`src/srw_consts.vh`:
```
// Constants for the supply reset watchdog supervisor.
`ifndef SRW_CONSTS_VH
`define SRW_CONSTS_VH
// =====================================================================
// Timing
// =====================================================================
`define SRW_CLK_HZ         25000000
`define SRW_CLK_NS         40
`define SRW_RST_MS         200
`define SRW_WD_MS          1600
`define SRW_KICK_NS        50
`define SRW_RST_CYC        (`SRW_CLK_HZ / 1000 * `SRW_RST_MS)
`define SRW_WD_CYC         (`SRW_CLK_HZ / 1000 * `SRW_WD_MS)
`define SRW_KICK_CYC       ((`SRW_KICK_NS + `SRW_CLK_NS - 1) / `SRW_CLK_NS)
`define SRW_CNT_W          26
`define SRW_KCNT_W         4
`endif

```
`src/srw_sync.v`:
```
// Two-stage synchroniser for a group of single-bit levels.
`default_nettype none
module srw_sync #(
  parameter W = 4,
  parameter [W-1:0] INIT = {W{1'b1}}
) (
  input  wire         clk,
  input  wire         reset_n,
  input  wire         clk_en,
  input  wire [W-1:0] d,
  output wire [W-1:0] q
);
  reg [W-1:0] s1_q;
  reg [W-1:0] s2_q;
  always @(posedge clk) begin
    if (!reset_n) begin
      s1_q <= INIT;
      s2_q <= INIT;
    end else if (clk_en) begin
      s1_q <= d;
      s2_q <= s1_q;
    end
  end
  assign q = s2_q;
endmodule
`default_nettype wire

```
`src/srw_supervisor.v`:
```
// Supply reset and watchdog supervisor core logic.
// Summary of operation
// - Aux-low flag follows the aux comparator directly, ignoring all timers.
// - Floating kick input holds watchdog timer in reset, output high unless supply-low.
// - Watchdog timer stays inactive while system reset is low.
// - Kick level change wider than minimum width starts or restarts timer.
// - No kick within timeout stops timer and drives watchdog output low.
// - Kick after timeout returns watchdog output high and restarts timer.
// - Power-up: watchdog output low during supply-low, high once restored.
// - Watchdog timer activates only after system reset is released.
// - Supply-low forces watchdog output and system reset low together.
// - Supply restored starts reset countdown; reset released when done.
// - Supply-low during countdown clears it; full restart after recovery.
// - Supply-low asserts system reset and holds it while it persists.
// - Manual reset low forces system reset low and clears reset timer.
// - Manual reset release starts full countdown before reset release.
// - With kick floating, watchdog output follows only the supply monitor.
`default_nettype none
`include "srw_consts.vh"
module srw_supervisor #(
  parameter [25:0] RST_CYC = `SRW_RST_CYC,
  parameter [25:0] WD_CYC  = `SRW_WD_CYC
) (
  input  wire clk,
  input  wire reset_n,
  input  wire clk_en,
  input  wire supply_low,
  input  wire aux_voltage_sense,
  input  wire manual_reset_in_n,
  input  wire watchdog_kick_in,
  input  wire watchdog_kick_float,
  output wire aux_voltage_low_n,
  output wire watchdog_expired_n,
  output wire system_reset_n
);
  // ===================================================================
  // Input synchronisation
  // ===================================================================
  // aux_voltage_sense is high when the sensed input is above reference.
  wire [4:0] sync_w;
  // The kick stage resets low to match the kick reference, so leaving
  // reset never looks like a level change on the kick pin.
  srw_sync #(.W(5), .INIT(5'h16)) u_sync (
    .clk     (clk),
    .reset_n (reset_n),
    .clk_en  (clk_en),
    .d       ({watchdog_kick_float, watchdog_kick_in, manual_reset_in_n,
                aux_voltage_sense, supply_low}),
    .q       (sync_w)
  );
  wire sup_low = sync_w[0];
  wire aux_ok  = sync_w[1];
  wire mr_n    = sync_w[2];
  wire kick    = sync_w[3];
  wire kfloat  = sync_w[4];

  // ===================================================================
  // Output and state registers
  // ===================================================================
  reg aux_low_n_q;
  reg sys_rst_n_q;
  reg wdo_n_q;
  reg wd_run_q;
  reg [`SRW_CNT_W-1:0] rst_cnt_q;
  reg [`SRW_CNT_W-1:0] wd_cnt_q;
  reg kick_ref_q;
  reg [`SRW_KCNT_W-1:0] kcnt_q;

  assign aux_voltage_low_n  = aux_low_n_q;
  assign system_reset_n     = sys_rst_n_q;
  assign watchdog_expired_n = wdo_n_q;

  // ===================================================================
  // Kick width filter
  // ===================================================================
  // A new level only counts once it has stood for the minimum width, so
  // glitches shorter than that never restart the timer.
  wire kick_diff = (kick != kick_ref_q);
  wire kick_evt  = kick_diff && !kfloat &&
                   (kcnt_q >= (`SRW_KICK_CYC - 1));

  always @(posedge clk) begin
    if (!reset_n) begin
      kick_ref_q <= 1'b0;
      kcnt_q     <= 4'h0;
    end else if (clk_en) begin
      if (!kick_diff || kfloat) begin
        kcnt_q <= 4'h0;
      end else if (kick_evt) begin
        kick_ref_q <= kick;
        kcnt_q     <= 4'h0;
      end else begin
        kcnt_q <= kcnt_q + 4'h1;
      end
    end
  end

  // ===================================================================
  // Shared counter helpers
  // ===================================================================
  // Both timers act on the match one edge later, so the compare stops
  // one count short of the terminal value. A terminal count of zero is
  // not supported: the subtraction would wrap and the timer runs the whole counter range.
  function at_term;
    input [`SRW_CNT_W-1:0] cnt;
    input [`SRW_CNT_W-1:0] term;
    begin
      at_term = (cnt >= term - 26'h0000001);
    end
  endfunction

  // One step of either timer, kept at the counter width.
  function [`SRW_CNT_W-1:0] cnt_step;
    input [`SRW_CNT_W-1:0] cnt;
    begin
      cnt_step = cnt + 26'h0000001;
    end
  endfunction

  // ===================================================================
  // Reset timer
  // ===================================================================
  // The host treats a low reset line as reset, so brownout must win.
  wire rst_hold = sup_low || !mr_n;

  reg                  aux_low_n_d;
  reg                  sys_rst_n_d;
  reg [`SRW_CNT_W-1:0] rst_cnt_d;

  always @* begin
    aux_low_n_d = aux_ok;
    sys_rst_n_d = sys_rst_n_q;
    rst_cnt_d   = rst_cnt_q;
    if (rst_hold) begin
      sys_rst_n_d = 1'b0;
      rst_cnt_d   = 26'h0000000;
    end else if (!sys_rst_n_q) begin
      if (at_term(rst_cnt_q, RST_CYC)) begin
        sys_rst_n_d = 1'b1;
      end else begin
        rst_cnt_d = cnt_step(rst_cnt_q);
      end
    end
  end

  always @(posedge clk) begin
    if (!reset_n) begin
      aux_low_n_q <= 1'b1;
      sys_rst_n_q <= 1'b0;
      rst_cnt_q   <= 26'h0000000;
    end else if (clk_en) begin
      aux_low_n_q <= aux_low_n_d;
      sys_rst_n_q <= sys_rst_n_d;
      rst_cnt_q   <= rst_cnt_d;
    end
  end

  // ===================================================================
  // Watchdog timer
  // ===================================================================
  reg                  wdo_n_d;
  reg                  wd_run_d;
  reg [`SRW_CNT_W-1:0] wd_cnt_d;

  // Priority is brownout, then disable or reset, then a fresh kick, then
  // the running count. A kick in the timeout cycle wins, so a host that
  // kicks right at the limit never sees a spurious expiry.
  always @* begin
    wdo_n_d  = wdo_n_q;
    wd_run_d = wd_run_q;
    wd_cnt_d = wd_cnt_q;
    if (sup_low) begin
      wdo_n_d  = 1'b0;
      wd_run_d = 1'b0;
      wd_cnt_d = 26'h0000000;
    end else if (kfloat || !sys_rst_n_q) begin
      wdo_n_d  = 1'b1;
      wd_run_d = 1'b0;
      wd_cnt_d = 26'h0000000;
    end else if (kick_evt) begin
      wdo_n_d  = 1'b1;
      wd_run_d = 1'b1;
      wd_cnt_d = 26'h0000000;
    end else if (wd_run_q) begin
      if (at_term(wd_cnt_q, WD_CYC)) begin
        wdo_n_d  = 1'b0;
        wd_run_d = 1'b0;
      end else begin
        wd_cnt_d = cnt_step(wd_cnt_q);
      end
    end
  end

  always @(posedge clk) begin
    if (!reset_n) begin
      wdo_n_q  <= 1'b0;
      wd_run_q <= 1'b0;
      wd_cnt_q <= 26'h0000000;
    end else if (clk_en) begin
      wdo_n_q  <= wdo_n_d;
      wd_run_q <= wd_run_d;
      wd_cnt_q <= wd_cnt_d;
    end
  end
endmodule
`default_nettype wire

```
`config.mk`:
```
export PLATFORM = sky130hd
export DESIGN_NAME = srw_supervisor
export DESIGN_NICKNAME = d
export VERILOG_FILES = /design/src/srw_sync.v /design/src/srw_supervisor.v
export VERILOG_INCLUDE_DIRS = /design/src
export SDC_FILE = /design/constraint.sdc
export NUM_CORES = 1
export LEC_CHECK = 0
export BUFFER_PORTS_ARGS = -buffer_cell sky130_fd_sc_hd__buf_4
export CORE_MARGIN = 2
export CORE_UTILIZATION = 55
export DETAILED_ROUTE_END_ITERATION = 7
export PLACE_DENSITY = 0.72
export SETUP_SLACK_MARGIN = 0.3
export SLEW_MARGIN = 5
export SYNTH_ARGS = -nofsm -noshare
export SYNTH_HDL_FRONTEND = slang
export SYNTH_SLANG_ARGS = --single-unit
```
`constraint.sdc`:
```
create_clock -name clk -period 2.7 [get_ports clk]
set_input_delay 0 -clock clk [delete_from_list [all_inputs] [get_ports clk]]
set_output_delay 0 -clock clk [all_outputs]
set_load 0.01 [all_outputs]
```
==> reports/results.tsv <==
metric	value	unit
vias in the first global route	2864	
setup TNS	0	ps
IO Port Bufs	10	
family with the most delay on the worst path	simple AND/OR/NAND/NOR gates	
syn nets	421	
max_slew headroom	48.6	%
Seq cells post-synth	71	
initial core utilization	55.9	%
nets@finish	453	
YS warnings	0	
max-slew violations	0	
first-pass GRT wire length	13200	µm
largest net degree at the start of global routing	23	
register area share after synthesis	40.7	%
vias per cell	6.16	
CP arrival	2520	ps
worst-skew pair later-pin latency	350	ps
skew final	7.47	ps
outcome	complete, no violations	
fill count	536	
Antenna Violating Nets Remaining	0	
via count	3218	
DRT Pass-1 Iters	5	
row count	29	
Core Footprint	0.00624	mm²
clk slew on worst S/H paths	70	ps
launch point of the worst hold path	clk_en	
EDFF count, synth	0	
Unique masters post-synth	55	
syn avg cell area	8.55	µm²
ys async rst share	0	%
TritonCTS buffer count	9	
fin crit share	83.5	%
CP max FO	7	
Final GP Congestion	0.866	
Total Wirelength	8000	µm
drt wl/cell	15.3	µm
Final setup viols	0	
WS Path Type	register to register	
DRC	0	
Inserted Diodes	0	
worst-margin pin slew	769	ps
DP HPWL	5310	µm
clk buf depth	2	
max_cap viols	0	
CP required	2960	ps
Buf/Inv on CP	1	
Overflow after GRT	0	
Worst R2R Start	rst_cnt_q[0]	
H-tree levels	3	
initial antenna violation count	0	
RSZ-0062 raised after global routing	false	
CTS Sinks	71	
Tot Pwr	2080	µW
die height	83.6	µm
final hold vios	0	
P_leak	0.00149	µW
IO Count	11	
Peak VDD IR	0.000331	V
Chip Width	83.6	µm
CP Capture Type	register	
CP cell instances	ha_1 -> and3_4 -> a311o_1 -> a41oi_4 -> buf_4 -> nand4_4 -> or4_4 -> a21oi_2	
Pwr per Cell Area	509	mW/mm²
Post-synth top flop	dfxtp_1	
startpoint type of the worst setup path	register	
Critical Path Max Stage Delay	450	ps
violation count after the first detailed-route iteration	163	
CTS tree	yes	
Crit. Startpoint	rst_cnt_q[0]	
min Tclk post-route	2250	ps
share of cells above drive strength 1	12.8	%
synthesis-to-layout area growth	16.9	%
die area	0.00700	mm²
clock root cell	clkbuf_8	
Hold WC Path Type	input pin to register	
critical path's slowest cell	or4_4	
cell area after synthesis	0.00349	mm²
Max Clk Rate	444	MHz
Cells after Synth	408	
Total GRT Usage	22.9	%
Yosys cell counts, types with 6 or more instances:
cell type	n	area share, %
o21ai_0	26	3.7
xor2_1	7	1.8
clkbuf_1	10	1.1
inv_1	7	0.75
dfxtp_1	71	41
nand4_1	12	2.2
or4_1	6	1.3
nor2_1	38	4.1
nand2_1	40	4.3
and3_1	14	2.5
o31ai_1	13	2.8
nand3_1	27	3.9
mux2i_1	16	4.6
and2_1	8	1.4
a31oi_1	6	1.1
or3_1	11	2.0
a21oi_1	17	2.4
worst reg2reg max path, cell delays in order (launching register included):
cell	delay, ps
dfxtp_1	340
ha_1	220
and3_4	180
a311o_1	310
a41oi_4	260
buf_4	170
nand4_4	110
or4_4	450
a21oi_2	140
sequential cells by signal, summed over array words and instances (netlist names):
signal              cells
u_sync.q                5
u_sync.s1_q             5
aux_voltage_low_n       1
wd_cnt_q               26
kick_ref_q              1
rst_cnt_q              26
system_reset_n          1
watchdog_expired_n      1
wd_run_q                1
kcnt_q                  4
layout make-up:
class	count	area (µm²)	area share (%)
Sequential cell	71	1420	34.8
Inverter	7	26.3	0.644
Clock inverter	6	67.6	1.66
Tap cell	77	96.3	2.36
Timing Repair Buffer	33	283	6.93
Clock buffer	10	138	3.37
Multi-Input combinational cell	318	2050	50.2
power breakdown:
group | internal (µW) | total, µW | leakage (µW) | switching (µW)
clock network | 456 | 875 | 0.0000993 | 418
logic | 60.8 | 128 | 0.000819 | 67.5
registers | 1060 | 1070 | 0.000574 | 12.0
metal layers:
layer,track usage (%),wire [µm]
met1,29.5,3600
met5,0,0
met4,8.94,138
met2,36.8,3880
met3,6.13,380
final timing paths:
| check | endpoint | slack [ps] | depth (start not counted) |
|---|---|---|---|
| min | system_reset_n | 70 | 3 |
| min reg2reg | u_sync.q[1] | 490 | 2 |
| max | rst_cnt_q[20] | 450 | 8 |
| max reg2reg | rst_cnt_q[20] | 450 | 8 |
timing repair:
item                                   CTS  global route
cloned                                   0             1
gates resized for setup                  1            12
setup endpoints to repair                3            31
endpoints found under the hold margin   10             0
pin swaps                                0             4
setup buffers                            0             5
hold buffers                             9             0
stage by stage:
stage	std cells	setup WS, ps	util (%)	hold slack, ps	cell area, µm²
detailed placement	491	226	58.8	226	3670
global placement	491	319	58.8	214	3670
floorplan	408	431	-	128	3490
finish	522	446	65.4	67.0	4080
global route	522	316	65.4	83.4	4080
CTS	516	274	63.7	57.3	3970
kinds of logic (layout without fill, tap and decap cells):
group / Yosys count / after routing / synth area share (%)
AOI/OAI and AO/OA: 99 / 99 / 19.4
DFF: 71 / 71 / 40.7
and+or+nand+nor: 185 / 186 / 27.9
buffers and inverters: 20 / 56 / 2.40
xor gates and xnor gates: 11 / 11 / 2.76
adders and majority gates: 5 / 5 / 1.79
muxes: 17 / 17 / 4.91
cells in the final DEF, fill, tap and decap left out, types with 10 or more instances in the layout:
master	Yosys	final
mux2i_1	16	16
o31ai_1	13	12
and3_1	14	14
clkbuf_8	0	10
nand2_1	40	40
o21ai_0	26	26
or3_1	11	11
nor2_1	38	38
nand4_1	12	12
buf_4	0	21
a21oi_1	17	16
dfxtp_1	71	71
nand3_1	27	27
No activity file was read; power rests on OpenSTA's default activity.
